**src/core/agpbr_map.svh**
```systemverilog
`ifndef AGPBR_MAP_SVH
`define AGPBR_MAP_SVH
// configuration offsets (byte index inside the function's header)
`define AGPBR_OFF_REV 8'h08
`define AGPBR_OFF_SUBC 8'h0a
`define AGPBR_OFF_BASE_CLASS_FIELD 8'h0b
`define AGPBR_OFF_PLAT 8'h0d
`define AGPBR_OFF_HDR 8'h0e
`define AGPBR_OFF_PBUS 8'h18
`define AGPBR_OFF_SBUS 8'h19
`define AGPBR_OFF_SUBUS 8'h1a
`define AGPBR_OFF_SLAT 8'h1b
`define AGPBR_OFF_IOBASE 8'h1c
`define AGPBR_OFF_IOLIM 8'h1d
`define AGPBR_OFF_CMD 8'h04
// fixed and reset values
`define AGPBR_SUBC_VAL 8'h04
`define AGPBR_BASE_CLASS_FIELD_VAL 8'h06
`define AGPBR_HDR_VAL 8'h01
`define AGPBR_PBUS_VAL 8'h00
`define AGPBR_RST_BUS 8'h00
`define AGPBR_RST_LAT 5'h00
`define AGPBR_RST_IOBASE 4'hf
`define AGPBR_RST_IOLIM 4'h0
// field positions
`define AGPBR_LAT_MSB 7
`define AGPBR_LAT_LSB 3
`define AGPBR_IO_MSB 7
`define AGPBR_IO_LSB 4
`define AGPBR_CMD_IOEN 0
// decode fill for low twelve address bits
`define AGPBR_IO_LOW_BASE 12'h000
`define AGPBR_IO_LOW_LIM 12'hfff
`endif

```
**src/core/agpbr_pkg.sv**
```systemverilog
package agpbr_pkg;
  typedef enum logic [1:0] {
    AGPBR_IDLE,
    AGPBR_BURST,
    AGPBR_LAST
  } agpbr_bus_e;
  typedef logic [7:0] agpbr_byte_t;
endpackage

```
**src/core/agpbr_tenure_if.sv**
```systemverilog
`timescale 1ns/1ps
interface agpbr_tenure_if;
  logic start;
  logic [4:0] count_hi;
  logic gnt;
  logic expired;
  modport owner (output start, output count_hi, output gnt, input expired);
  modport timer (input start, input count_hi, input gnt, output expired);
endinterface

```
**src/core/agpbr_cfg_header.sv**
```systemverilog
`timescale 1ns/1ps
`include "agpbr_map.svh"
// Contract
// - revision byte is read-only; writes leave it unchanged.
// - sub-class byte returns fixed 04h (PCI-to-PCI bridge category), read-only.
// - base class byte returns fixed 06h, read-only.
// - primary latency bits 7:3 plain storage; bits 2:0 reserved.
// - header type reads 01h always; writes ignored.
// - upstream bus number hardwired to zero.
// - downstream bus number read/write, resets 00h, routes config cycles.
// - highest bus below read/write, resets 00h.
// - burst timer loads when first frame starts after grant.
// - count is bits 7:3 with low bits zero, in link clocks.
// - after expiry with grant withdrawn, finish phase then release bus.
// - while grant stays asserted, keep bus ownership.
// - deassert frame before the last data transfer.
// - timer value zero means unlimited burst.
// - io base holds A15:12, reset F0h, low bits taken as zero.
// - io limit holds A15:12, reset zero, low bits taken as fff.
// - forward io access when 16-bit address within base..limit inclusive.
// - io forwarding only while io space enable bit is set.
module agpbr_cfg_header #(
  // arbitrary neutral revision value
  parameter logic [7:0] REVISION_ID = 8'h11
) (
  // clock and reset
  input wire logic mclk_i,
  input wire logic rst_b_i,
  // configuration access
  input wire logic cfg_rd_i,
  input wire logic cfg_wr_i,
  input wire logic [7:0] cfg_addr_i,
  input wire logic [7:0] cfg_wdata_i,
  output logic [7:0] cfg_rdata_o,
  // host io decode
  input wire logic [15:0] io_addr_i,
  input wire logic io_req_i,
  output logic io_fwd_o,
  // config cycle routing
  input wire logic [7:0] cfg_bus_i,
  input wire logic cfg_cyc_i,
  output logic cfg_fwd_o,
  output logic cfg_type0_o,
  // link master side
  input wire logic gnt_b_i,
  input wire logic burst_req_i,
  input wire logic burst_last_i,
  output logic frame_b_o,
  output logic frame_oe_o,
  output logic bus_own_o
);
  typedef struct packed {
    logic [7:0] rdata;
    logic [4:0] plat;
    logic [7:0] sbus;
    logic [7:0] subus;
    logic [4:0] slat;
    logic [3:0] iobase;
    logic [3:0] iolim;
    logic ioen;
    logic gnt_m;
    logic gnt_s;
    logic own;
    logic frame;
    logic first;
    agpbr_pkg::agpbr_bus_e bst;
  } agpbr_hdr_s;

  agpbr_hdr_s st;
  agpbr_hdr_s next_st;
  agpbr_tenure_if tif ();

  agpbr_tenure_timer u_timer (
    .mclk_i(mclk_i),
    .rst_b_i(rst_b_i),
    .tif(tif)
  );

  function automatic logic in_range(input logic [15:0] v, input logic [15:0] lo, input logic [15:0] hi);
    in_range = (v >= lo) && (v <= hi);
  endfunction

  function automatic agpbr_pkg::agpbr_byte_t read_mux(input logic [7:0] a, input agpbr_hdr_s s);
    case (a)
      `AGPBR_OFF_REV: read_mux = REVISION_ID;
      `AGPBR_OFF_SUBC: read_mux = `AGPBR_SUBC_VAL;
      `AGPBR_OFF_BASE_CLASS_FIELD: read_mux = `AGPBR_BASE_CLASS_FIELD_VAL;
      `AGPBR_OFF_PLAT: read_mux = {s.plat, 3'h0};
      `AGPBR_OFF_HDR: read_mux = `AGPBR_HDR_VAL;
      `AGPBR_OFF_PBUS: read_mux = `AGPBR_PBUS_VAL;
      `AGPBR_OFF_SBUS: read_mux = s.sbus;
      `AGPBR_OFF_SUBUS: read_mux = s.subus;
      `AGPBR_OFF_SLAT: read_mux = {s.slat, 3'h0};
      `AGPBR_OFF_IOBASE: read_mux = {s.iobase, 4'h0};
      `AGPBR_OFF_IOLIM: read_mux = {s.iolim, 4'h0};
      `AGPBR_OFF_CMD: read_mux = {7'h00, s.ioen};
      default: read_mux = 8'h00;
    endcase
  endfunction

  logic [15:0] io_lo;
  logic [15:0] io_hi;
  logic gnt;

  assign io_lo = {st.iobase, `AGPBR_IO_LOW_BASE};
  assign io_hi = {st.iolim, `AGPBR_IO_LOW_LIM};
  // grant is a pin: only the second synchroniser stage is read
  assign gnt = !st.gnt_s;

  always_comb
  begin
    next_st = st;
    next_st.gnt_m = gnt_b_i;
    next_st.gnt_s = st.gnt_m;
    if (cfg_rd_i)
      next_st.rdata = read_mux(cfg_addr_i, st);
    if (cfg_wr_i)
    begin
      case (cfg_addr_i)
        `AGPBR_OFF_PLAT: next_st.plat = cfg_wdata_i[`AGPBR_LAT_MSB:`AGPBR_LAT_LSB];
        `AGPBR_OFF_SBUS: next_st.sbus = cfg_wdata_i;
        `AGPBR_OFF_SUBUS: next_st.subus = cfg_wdata_i;
        `AGPBR_OFF_SLAT: next_st.slat = cfg_wdata_i[`AGPBR_LAT_MSB:`AGPBR_LAT_LSB];
        `AGPBR_OFF_IOBASE: next_st.iobase = cfg_wdata_i[`AGPBR_IO_MSB:`AGPBR_IO_LSB];
        `AGPBR_OFF_IOLIM: next_st.iolim = cfg_wdata_i[`AGPBR_IO_MSB:`AGPBR_IO_LSB];
        `AGPBR_OFF_CMD: next_st.ioen = cfg_wdata_i[`AGPBR_CMD_IOEN];
        default: next_st.rdata = next_st.rdata;
      endcase
    end
    // ownership follows grant; a fresh grant re-arms the first frame
    if (gnt && !st.own)
    begin
      next_st.own = 1'b1;
      next_st.first = 1'b1;
    end
    case (st.bst)
      agpbr_pkg::AGPBR_IDLE:
      begin
        if (!gnt && st.own)
          next_st.own = 1'b0;
        else if (st.own && burst_req_i)
        begin
          next_st.frame = 1'b1;
          next_st.first = 1'b0;
          // single phase drops frame at once
          next_st.bst = burst_last_i ? agpbr_pkg::AGPBR_LAST : agpbr_pkg::AGPBR_BURST;
        end
      end
      agpbr_pkg::AGPBR_BURST:
      begin
        // expiry plus lost grant ends the burst
        if (burst_last_i || (tif.expired && !gnt))
        begin
          // frame negated before the final transfer
          next_st.frame = 1'b0;
          next_st.bst = agpbr_pkg::AGPBR_LAST;
        end
      end
      agpbr_pkg::AGPBR_LAST:
      begin
        next_st.frame = 1'b0;
        next_st.bst = agpbr_pkg::AGPBR_IDLE;
        // release after final phase if grant gone
        if (!gnt)
          next_st.own = 1'b0;
      end
      default:
      begin
        next_st.frame = 1'b0;
        next_st.bst = agpbr_pkg::AGPBR_IDLE;
      end
    endcase
  end

  always_ff @(posedge mclk_i)
  begin
    if (!rst_b_i)
    begin
      st <= '0;
      st.plat <= `AGPBR_RST_LAT;
      st.sbus <= `AGPBR_RST_BUS;
      st.subus <= `AGPBR_RST_BUS;
      st.slat <= `AGPBR_RST_LAT;
      st.iobase <= `AGPBR_RST_IOBASE;
      st.iolim <= `AGPBR_RST_IOLIM;
      st.gnt_m <= 1'b1;
      st.gnt_s <= 1'b1;
      st.bst <= agpbr_pkg::AGPBR_IDLE;
    end
    else
      st <= next_st;
  end

  // load at the first frame after grant
  assign tif.start = (st.bst == agpbr_pkg::AGPBR_IDLE) && st.own && gnt && burst_req_i && st.first;
  assign tif.count_hi = st.slat;
  assign tif.gnt = gnt;

  assign cfg_rdata_o = st.rdata;
  // inclusive 16-bit window; gated by enable; base 00h is firmware's hazard
  assign io_fwd_o = io_req_i && st.ioen && in_range(io_addr_i, io_lo, io_hi);
  assign cfg_fwd_o = cfg_cyc_i && in_range({8'h00, cfg_bus_i}, {8'h00, st.sbus}, {8'h00, st.subus});
  assign cfg_type0_o = cfg_cyc_i && (cfg_bus_i == st.sbus);
  assign frame_b_o = !st.frame;
  assign frame_oe_o = st.own;
  assign bus_own_o = st.own;
endmodule

```
**src/core/agpbr_tenure_timer.sv**
```systemverilog
`timescale 1ns/1ps
module agpbr_tenure_timer (
  // clock and reset
  input wire logic mclk_i,
  input wire logic rst_b_i,
  // link to owner
  agpbr_tenure_if.timer tif
);
  typedef struct packed {
    logic [7:0] cnt;
    logic running;
    logic expired;
  } agpbr_timer_s;
  agpbr_timer_s st;
  agpbr_timer_s next_st;

  always_comb
  begin
    next_st = st;
    if (tif.start)
    begin
      next_st.cnt = {tif.count_hi, 3'h0};
      next_st.running = (tif.count_hi != 5'h00);
      next_st.expired = 1'b0;
    end
    else if (st.running)
    begin
      if (st.cnt <= 8'h01)
      begin
        next_st.running = 1'b0;
        next_st.expired = 1'b1;
      end
      next_st.cnt = st.cnt - 8'h01;
    end
  end

  always_ff @(posedge mclk_i)
  begin
    if (!rst_b_i)
      st <= '0;
    else
      st <= next_st;
  end

  assign tif.expired = st.expired;
endmodule

```
**config.mk**
```make
export PLATFORM = sky130hd
export DESIGN_NAME = agpbr_cfg_header
export DESIGN_NICKNAME = d
export VERILOG_FILES = /design/src/core/agpbr_pkg.sv /design/src/core/agpbr_tenure_if.sv /design/src/core/agpbr_cfg_header.sv /design/src/core/agpbr_tenure_timer.sv
export VERILOG_INCLUDE_DIRS = /design/src /design/src/core
export SDC_FILE = /design/constraint.sdc
export NUM_CORES = 1
export LEC_CHECK = 0
export BUFFER_PORTS_ARGS = -buffer_cell sky130_fd_sc_hd__buf_2
export CAP_MARGIN = 10
export CORE_UTILIZATION = 41
export DETAILED_ROUTE_END_ITERATION = 10
export PLACE_DENSITY = 0.72
export SYNTH_ARGS = -nofsm -noshare
export SYNTH_HDL_FRONTEND = slang
export SYNTH_SLANG_ARGS = --single-unit
```
**constraint.sdc**
```tcl
create_clock -name mclk_i -period 2.36 [get_ports mclk_i]
set_clock_uncertainty 0.2 [all_clocks]
set_input_delay 0.472 -clock mclk_i [delete_from_list [all_inputs] [get_ports mclk_i]]
set_output_delay 0.472 -clock mclk_i [all_outputs]
set_load 0.01 [all_outputs]
```
### After elaboration in Yosys (flattened, before gate mapping)

Index checks and enable logic that the tools add are counted.

* output and inout port bits: 14
* word-level logic and storage cells: 91
* flip-flop bits (word level): 60
* input port bits: 49

* reduce and logical (&&, ||, !) cells: 31
* bitwise gates (word level): 1
* multiplexer cells: 18
* add/subtract/negate cells: 1
* magnitude comparators: 5
* equality and inequality tests: 17

Operators with widths (number)
* $pmux W8 S11: 1
* $eq A8 B4 Y1 const B: 5
* $eq A8 B5 Y1 const B: 5
* $mux W10: 2
* $ge A16 B16 Y1: 1
* $le A16 B16 Y1: 1
* $reduce_and A2 Y1: 8
* $logic_and A1 B1 Y1: 14
* $eq A8 B3 Y1 const B: 1
* $eq A8 B8 Y1: 1
* $ge A8 B8 Y1: 1
* $le A8 B1 Y1 const B: 1
* $le A8 B8 Y1: 1
* $mux W4: 2
* $mux W8: 1
* $sub A8 B1 Y8 const B: 1
* $mux W1: 6
* $mux W2: 3
* $ne A2 B2 Y1 const B: 3
* $reduce_bool A5 Y1: 1
* $pmux W1 S2: 2
* $pmux W2 S2: 1
* $logic_not A1 Y1: 3
* $reduce_and A3 Y1: 1
* other kinds (7): 7

### Logic depth before layout (Yosys ltp)

Gate-level depths: netlist of run 1.

* depth after elaboration: 6
* mapped depth: 7
* depth with buffers taken out: 7

### Modules after synthesis

A second synthesis of run 1 with hierarchy kept.

* cell total of the unflattened synthesis: 420
* area, all modules: 3634.7 µm²

Modules (own cells, without submodules)
* agpbr_cfg_header: sequential area each 1001.0 µm², area an instance 3116.7 µm², times used 1, cells an instance 360
* agpbr_tenure_timer: sequential area each 200.2 µm², area an instance 518.0 µm², times used 1, cells an instance 60

### Worst setup path before layout of run 1

Ideal clock, no wire load.

* path type: in2out
* from: input io_addr_i[12]
* to: output io_fwd_o
* stages on the path: 7
* data required time: 1.688 ns
* arrival time: 1.534 ns
* buffers on the path: 0
* slack: 0.154 ns
* cell sequence: inv_1 > ha_1 > nor4b_1 > nand4_1 > a21oi_1 > a2111oi_0 > nor3_1

* cells in the longest elaborated chain, start to end: 3
* elaborated cells on any way between the ends: 4
* classes of those cells: order compare: 2; reduce/logical: 2

Ends and longest elaborated chain
* from (decl): RTL line agpbr_cfg_header.sv:36 `input wire logic [15:0] io_addr_i,`
* $ge A16 B16 Y1 or $le A16 B16 Y1 (tied branches): RTL line agpbr_cfg_header.sv:80 `in_range = (v >= lo) && (v <= hi);`
* $logic_and A1 B1 Y1 (*): RTL line agpbr_cfg_header.sv:80
* $logic_and A1 B1 Y1 (*): RTL line agpbr_cfg_header.sv:201 `assign io_fwd_o = io_req_i && st.ioen && in_range(io_addr_i, io_lo, io_hi);`
* to (decl): RTL line agpbr_cfg_header.sv:38 `output logic io_fwd_o,`

Mark *: on every way between the ends. The rest lies on a longest branch, timed or not.

### Worst setup path in the final report of run 1

* from: register st (netlist bit io_lo[12])
* to: output io_fwd_o

* cells in the longest elaborated chain, start to end: 3

Ends and longest elaborated chain
* from (decl): RTL line agpbr_cfg_header.sv:69 `agpbr_hdr_s st;`
* from (signal assigned): RTL line agpbr_cfg_header.sv:191 `st <= next_st;`
* $ge A16 B16 Y1: RTL line agpbr_cfg_header.sv:80
* $logic_and A1 B1 Y1: RTL line agpbr_cfg_header.sv:80
* $logic_and A1 B1 Y1: RTL line agpbr_cfg_header.sv:201

No other way between the ends.

==> implementation parameters, run 1 <==
Parameter                              Value

Final layout
  Commonest cells after routing, fill and taps aside ... sky130_fd_sc_hd__buf_2 (62), sky130_fd_sc_hd__nor2_1 (47), sky130_fd_sc_hd__nand2_1 (46), sky130_fd_sc_hd__dfxtp_1 (46), sky130_fd_sc_hd__buf_4 (36)
  Most frequent standard cell in the layout excluding fill and tap cells ... sky130_fd_sc_hd__buf_2
  Ratio of cells with drive above 1 in the final layout ... 0.3268
  N_diodes ... 0
  Number of nets in the final layout ... 583
  Post-synthesis to final-layout area growth ... 28.15%
  Layout Cells excl Fill ... 616

Placed design
  RePlAce Congestion ... 0.9176
  Post-detailed-placement half-perimeter wirelength ... 7.159 mm
  Setup WS pre-CTS ... -0.07528 ns
  Total of buffers placed on input and output ports ... 62
  Cell count after placement ... 591

Synthesis
  Syn nets ... 498
  EDFF count, synth ... 0
  Number of instances in the synthesized netlist ... 423
  Synthesis Warnings ... 0
  Register bit count reported by yosys ... 60
  Flip-flop cell with the highest count after synthesis ... sky130_fd_sc_hd__dfxtp_1
  Post-synthesis cell type count ... 57
  Top cell type by total area after synthesis ... sky130_fd_sc_hd__dfxtp_1
  Cell area after synthesis ... 3490 µm²
  Async S/R FF share, synth ... 0
  Register area share after synthesis ... 0.3442
  Cell types occupying the most area after synthesis ... sky130_fd_sc_hd__dfxtp_1 (34%), sky130_fd_sc_hd__ha_1 (9.3%), sky130_fd_sc_hd__mux2i_1 (7.2%), sky130_fd_sc_hd__nand2_1 (5.1%), sky130_fd_sc_hd__nor2_1 (5.1%)
  Area share of the leading cell type in the synthesized netlist ... 0.3442
  Per-instance average area after synthesis ... 8.250 µm²

Clock tree
  Inserted Clock Buffers ... 9
  Clock tree root buffer cell ... sky130_fd_sc_hd__clkbuf_8
  Count of H-tree levels built during CTS ... 3
  CTS tree ... built
  CTS Sinks ... 60
  Hold-fix buffer count after cts ... 0
  Latest clock arrival within the worst-skew pair ... 0.33 ns
  Clock Pin Slew Worst Setup and Hold Paths ... 0.06 ns
  Maximum number of buffers from clock root to sink ... 2

Timing
  Setup repair after global routing missed its margin ... true
  Setup slack of the critical path after layout ... -0.04626 ns
  Number of hold violations in the final report ... 0
  Minimum clock period after layout ... 2.406 ns
  # setup viols final ... 2
  Achievable clock frequency ... 415.6 MHz
  Worst-Margin Slew ... 0.4543 ns
  Headroom to the max-slew limit ... 0.6963
  Final worst-path cycle share ... 1.020
  Max-slew violations ... 0

Run
  Number of maximum-capacitance violations ... 0

Worst setup path
  Source of the worst register-to-register timing path ... u_timer.st[5]
  Maximum fanout count along the critical path ... 3
  Data arrival time of the critical path ... 1.73 ns
  Critical Path End Type ... output port
  Worst R2R Path Depth ... 4
  Type of origin of the critical path ... register
  Critical path class ... register to output port
  Worst r2r dst ... u_timer.st[1]
  Critical path required time ... 1.69 ns
  Register-to-register path setup slack ... 0.58 ns

Min path
  Worst Min Path Start ... gnt_b_i
  Min-Delay Path Depth ... 2
  Type of the most critical hold path ... input pin to register
  Worst min-delay path endpoint ... next_st[5]

Route
  Number of iterations in the first detailed-routing pass ... 5
  First-iteration detailed-routing DRC count ... 236
  Routed via count divided by cell count ... 5.511
  Final routed wirelength across all metal layers ... 9.753 mm
  Residual antenna-violating net count after detailed routing ... 0
  Remaining design rule violation count ... 0
  Detailed-route wire length per cell ... 15.83 µm
  Number of vias in the routed layout ... 3,395

Floorplanning
  Row count ... 33
  Initial core utilization ... 0.4247
  Die width ... 94.26 µm
  DIE HEIGHT ... 94.26 µm
  Core Region ... 8217 µm²
  Floorplan die area ... 8884 µm²
  Num ports ... 63

Global routing
  Vias in the first global route ... 3,261
  Total gr overflow ... 0
  Number of antenna violations at the first check in global routing ... 0
  Global-route wire length before repair ... 15.42 mm
  Maximum number of pins on one net before global-route repair ... 23
  GRT Total Usage ... 0.2252

Outcome
  Violations in the final reports ... setup timing
  Outcome ... finished with violations

Power and ir drop
  Internal Pwr Total ... 1.519 mW
  Pwr dens ... 457.1 nW/µm²
  Worst vdd ir ... 0.4532 mV
  Part of the power in the clock network ... 0.375
  Combinational fraction of design power ... 0.125
  Reg power frac ... 0.500
  Switching power total ... 0.5251 mW
  Static Leak ... 1.780 nW
  Switching portion of total power ... 0.2569
[power groups by stage]
stage                     Clock, mW  Combinational (mW)  Sequential (mW)
final                         0.767               0.255             1.02
after global routing          0.835               0.278             1.02
after CTS                     0.787               0.229             1.02
after detailed placement          0               0.218             1.05
after global placement            0               0.211             1.05
after floorplan                   0               0.113             1.04
[cell type report]
class	count	area, µm²
clock buffer	11	141.4
clock inverter	3	15.01
fill	768	3745
inverter	31	116.4
multi-input combinational	307	2246
sequential	60	1221
tap	105	131.4
timing repair buffer	99	600.6
[synth_stat cells, types with 10 or more instances]
library cell / count
sky130_fd_sc_hd__clkbuf_1: 10
sky130_fd_sc_hd__ha_1: 26
sky130_fd_sc_hd__nor2_1: 47
sky130_fd_sc_hd__a21oi_1: 35
sky130_fd_sc_hd__o21ai_0: 10
sky130_fd_sc_hd__nand2_1: 47
sky130_fd_sc_hd__nand4_1: 10
sky130_fd_sc_hd__inv_1: 29
sky130_fd_sc_hd__buf_4: 10
sky130_fd_sc_hd__dfxtp_1: 60
sky130_fd_sc_hd__mux2i_1: 25
sky130_fd_sc_hd__nand3_1: 17
[stage by stage]
| step | power, mW | TNS (ns) | utilization | instance area (µm²) | hold WS [ns] |
|---|---|---|---|---|---|
| 6_report | 2.044 | -0.08406 | 0.5442 | 4472 | 0.1211 |
| 5_1_grt | 2.135 | -0.2819 | 0.5442 | 4472 | 0.1200 |
| 4_1_cts | 2.038 | -0.1224 | 0.5229 | 4297 | 0.1009 |
| 3_5_place_dp | 1.263 | -0.1679 | 0.4858 | 3991 | 0.2216 |
| 3_3_place_gp | 1.256 | -0.02781 | 0.4858 | 3991 | 0.1921 |
| 2_1_floorplan | 1.158 | 0 | - | 3490 | 0.1863 |
[logic make-up after synthesis]
kind of cell	after synthesis	share of synthesized area
compound gates	83	0.1553
xor+xnor	7	0.01757
fa+ha+maj	27	0.09609
buf+inv	56	0.07565
flops	60	0.3442
mux	26	0.07494
simple gates	164	0.2363
[sequential cells by signal, indices dropped and copies added (netlist names)]
name,cells
bus_own_o,1
cfg_rdata_o,8
io_hi,4
io_lo,4
next_st,1
st,27
tif.count_hi,5
u_timer.st,9
u_timer.tif.expired,1
[routing by layer]
metal | share of wire | global-route usage | vias to the layer above | wire length, µm
met1 | 0.45 | 0.2807 | 1605 | 4354
li1 | - | - | 1659 | -
met2 | 0.48 | 0.3798 | 117 | 4646
met4 | 0.011 | 0.06026 | 0 | 108
met5 | 0 | 0 | - | 0
met3 | 0.066 | 0.05987 | 14 | 644
[critical path: stages, from the launching register on]
cell	delay, ns
sky130_fd_sc_hd__dfxtp_2	0.34
sky130_fd_sc_hd__ha_4	0.26
sky130_fd_sc_hd__nor4b_4	0.17
sky130_fd_sc_hd__nand4_1	0.16
sky130_fd_sc_hd__a21oi_2	0.16
sky130_fd_sc_hd__a2111oi_1	0.05
sky130_fd_sc_hd__nor3_1	0.12
sky130_fd_sc_hd__buf_2	0.16
[what timing repair did]
item                       4_1_cts  5_1_grt
gates resized for setup         25       25
buffers inserted                 8        3
setup endpoints to repair        2        2
pin swaps                       16        6
[how the worst max path moves through the flow]
stage               depth (start not counted)  slack [ns]     startpoint         to
finish                                      7       -0.05      io_lo[12]   io_fwd_o
global route                                7       -0.19      io_lo[12]   io_fwd_o
CTS                                         7       -0.07      io_hi[14]   io_fwd_o
detailed placement                          8       -0.08   cfg_bus_i[5]  cfg_fwd_o
global placement                            9       -0.03  io_addr_i[12]   io_fwd_o
floorplan                                   7        0.15  io_addr_i[12]   io_fwd_o
Power figures use the tool's default switching activity.
==> run 2, diff against run 1 <==
ABC_AREA = 1   (was default)
CTS_CLUSTER_DIAMETER = 60   (was default)
==> implementation parameters, run 2 <==
Parameter                              Value

Timing
  Headroom to the max-slew limit ... 0.7323 (+0.03596)
  Setup slack of the critical path after layout ... -0.004013 ns (+0.04224 ns)
  Max-slew violations ... 0 (unchanged)
  Achievable clock frequency ... 423.0 MHz (+1.8%)
  Setup repair after global routing missed its margin ... true
  Minimum clock period after layout ... 2.364 ns (-0.04224 ns)
  Worst-Margin Slew ... 0.4007 ns (-0.05362 ns)
  Number of hold violations in the final report ... 0 (unchanged)
  Final worst-path cycle share ... 1.002 (-0.01790)
  # setup viols final ... 1 (-1)

Route
  Remaining design rule violation count ... 0 (unchanged)
  Detailed-route wire length per cell ... 12.84 µm (-19%)
  Final routed wirelength across all metal layers ... 8.554 mm (-12%)
  First-iteration detailed-routing DRC count ... 152 (-36%)
  Routed via count divided by cell count ... 5.029 (-8.8%)
  Number of vias in the routed layout ... 3,349 (-1.4%)
  Number of iterations in the first detailed-routing pass ... 5 (unchanged)
  Residual antenna-violating net count after detailed routing ... 0 (unchanged)

Outcome
  Violations in the final reports ... setup timing
  Outcome ... finished with violations

Synthesis
  Cell area after synthesis ... 3586 µm² (+2.8%)
  Register bit count reported by yosys ... 60 (unchanged)
  Most used standard cell by instance count after synthesis ... sky130_fd_sc_hd__nand2_1
  Post-synthesis cell type count ... 39 (-32%)
  Register area share after synthesis ... 0.3350 (-0.009248)
  Area share of the leading cell type in the synthesized netlist ... 0.3350 (-0.009248)
  Number of instances in the synthesized netlist ... 494 (+17%)
  Most instantiated cells after synthesis ... sky130_fd_sc_hd__nand2_1 (70), sky130_fd_sc_hd__inv_1 (63), sky130_fd_sc_hd__a21oi_1 (61)
  EDFF count, synth ... 0 (unchanged)
  Synthesis Warnings ... 0 (unchanged)
  Flip-flop cell with the highest count after synthesis ... sky130_fd_sc_hd__dfxtp_1
  Async S/R FF share, synth ... 0 (unchanged)
  Top cell type by total area after synthesis ... sky130_fd_sc_hd__dfxtp_1
  Per-instance average area after synthesis ... 7.259 µm² (-12%)
  Syn nets ... 569 (+14%)
  Cell types occupying the most area after synthesis ... sky130_fd_sc_hd__dfxtp_1 (33%), sky130_fd_sc_hd__ha_1 (9.1%), sky130_fd_sc_hd__a21oi_1 (8.5%), sky130_fd_sc_hd__nand2_1 (7.3%), sky130_fd_sc_hd__inv_1 (6.6%)

Floorplanning
  Row count ... 33 (unchanged)
  Core Region ... 8341 µm² (+1.5%)
  Initial core utilization ... 0.4299 (+0.005244)
  Floorplan die area ... 9124 µm² (+2.7%)
  Num ports ... 63 (unchanged)
  Die width ... 95.52 µm (+1.3%)
  DIE HEIGHT ... 95.52 µm (+1.3%)

Worst setup path
  Type of origin of the critical path ... register
  Maximum fanout count along the critical path ... 2 (-1)
  Data arrival time of the critical path ... 1.69 ns (-0.04 ns)
  Critical Path End Type ... output port
  Critical path class ... register to output port
  Critical path required time ... 1.69 ns (about the same)

Clock tree
  Count of H-tree levels built during CTS ... 3 (unchanged)
  Maximum number of buffers from clock root to sink ... 2 (unchanged)
  Clock Pin Slew Worst Setup and Hold Paths ... 0.07 ns (about the same)
  Clock tree root buffer cell ... sky130_fd_sc_hd__clkbuf_8
  CTS Sinks ... 60 (unchanged)
  Inserted Clock Buffers ... 9 (unchanged)
  Hold-fix buffer count after cts ... 0 (unchanged)
  CTS tree ... built
  Latest clock arrival within the worst-skew pair ... 0.35 ns (+0.02 ns)

Placed design
  Cell count after placement ... 642 (+8.6%)
  RePlAce Congestion ... 0.8488 (-7.5%)
  Post-detailed-placement half-perimeter wirelength ... 6.386 mm (-11%)
  Setup WS pre-CTS ... 0.08309 ns (+0.1584 ns)
  Placed standard-cell area ... 3895 µm² (-2.4%)
  Total of buffers placed on input and output ports ... 62 (unchanged)

Final layout
  Register with the most flip-flops ... st
  Number of fill cells in the layout ... 801 (+4.3%)
  Commonest cells after routing, fill and taps aside ... sky130_fd_sc_hd__nand2_1 (66), sky130_fd_sc_hd__buf_2 (62), sky130_fd_sc_hd__a21oi_1 (59)
  Most frequent standard cell in the layout excluding fill and tap cells ... sky130_fd_sc_hd__nand2_1
  Ratio of cells with drive above 1 in the final layout ... 0.3066 (-0.02021)
  Largest register FFs ... 27 (unchanged)
  Number of nets in the final layout ... 631 (+8.2%)
  Final standard cell area without fillers ... 4357 µm² (-2.6%)
  Layout Cells excl Fill ... 666 (+8.1%)
  Post-synthesis to final-layout area growth ... 21.49%
  N_diodes ... 0 (unchanged)

Global routing
  Total gr overflow ... 0 (unchanged)
  Maximum number of pins on one net before global-route repair ... 36 (+57%)
  GRT Total Usage ... 0.2003 (-0.02487)
  Number of antenna violations at the first check in global routing ... 0 (unchanged)
  Global-route wire length before repair ... 14.01 mm (-9.2%)
  Vias in the first global route ... 3,114 (-4.5%)

Min path
  Type of the most critical hold path ... input pin to register

Power and ir drop
  Pwr dens ... 469.2 nW/µm² (+2.7%)
  Worst vdd ir ... 0.2630 mV (-42%)
  Static Leak ... 1.744 nW (-2.0%)

Run
  Number of maximum-capacitance violations ... 0 (unchanged)
-- run 2: cell count changes in the layout (fill, tap and decap cells not counted), sizes merged, moves of 6 or more --
cell,change
a211oi,-7
a21oi,+29
buf,-27
inv,+41
mux2i,-25
nand2,+29
nand2b,-8
nand3,+12
o21ai,+45
xnor2,-6
-- run 2: timing repair --
item | in CTS | in global routing
endpoints found under the setup margin | 2 | 3
pin swaps | 10 | 16
buffers inserted | 6 | 2
resized for setup | 21 | 33
-- run 2: metrics by stage --
stage	power, mW	util	TNS, ns	hold slack (ns)
CTS	2.040	0.5035	-0.008494	0.09813
detailed placement	1.247	0.4670	0	0.2177
finish	2.044	0.5224	-0.004013	0.1072
global route	2.147	0.5224	-0.2370	0.1019
floorplan	1.160	-	0	0.1925
global placement	1.239	0.4670	0	0.1946
-- run 2: critical path, stage by stage (launching register included) --
cell and delay, ns:
sky130_fd_sc_hd__dfxtp_1 0.36, sky130_fd_sc_hd__inv_1 0.08, sky130_fd_sc_hd__ha_1 0.29, sky130_fd_sc_hd__nand2_1 0.09, sky130_fd_sc_hd__o21ai_0 0.17, sky130_fd_sc_hd__nand2_1 0.06, sky130_fd_sc_hd__a21oi_1 0.12, sky130_fd_sc_hd__nor2_1 0.05
sky130_fd_sc_hd__buf_2 0.13
-- run 2: path summary, 6_finish.rpt --
kind                    from            end  slack [ns]  depth (start not counted)
setup / recovery      st[24]      cfg_fwd_o      -0.004                          8
hold reg to reg   next_st[5]          st[5]        0.23                          1
hold / removal       gnt_b_i     next_st[5]        0.11                          2
setup reg to reg   bus_own_o  u_timer.st[9]        0.50                          7
-- run 2: cell families after synthesis --
family,share of synthesized area
simple gates,0.2631
xor+xnor,0.002443
compound gates,0.1943
flops,0.3350
fa+ha+maj,0.09072
buf+inv,0.1144
-- run 2: layout make-up --
type	instances	area [µm²]	share of cell area
inverter	70	267.8	0.06146
multi-input combinational	343	2197	0.5043
clock buffer	12	135.1	0.03102
tap	105	131.4	0.03016
clock inverter	4	26.28	0.006031
sequential	60	1214	0.2786
timing repair buffer	72	385.4	0.08845
-- run 2: report_power, final --
group	switching, mW	total [mW]	internal, mW
Clock	0.408	0.787	0.380
Sequential	0.00290	1.02	1.02
Combinational	0.142	0.237	0.0949
Total	0.553	2.04	1.49
-- run 2: routing by layer --
metal / wire [µm] / vias up / share of wire / global-route usage
met5: 0 / - / 0 / 0
met4: 133 / 0 / 0.016 / 0.09328
met3: 451 / 13 / 0.053 / 0.02791
met2: 3847 / 83 / 0.45 / 0.3077
met1: 4122 / 1477 / 0.48 / 0.2759
li1: - / 1776 / - / -
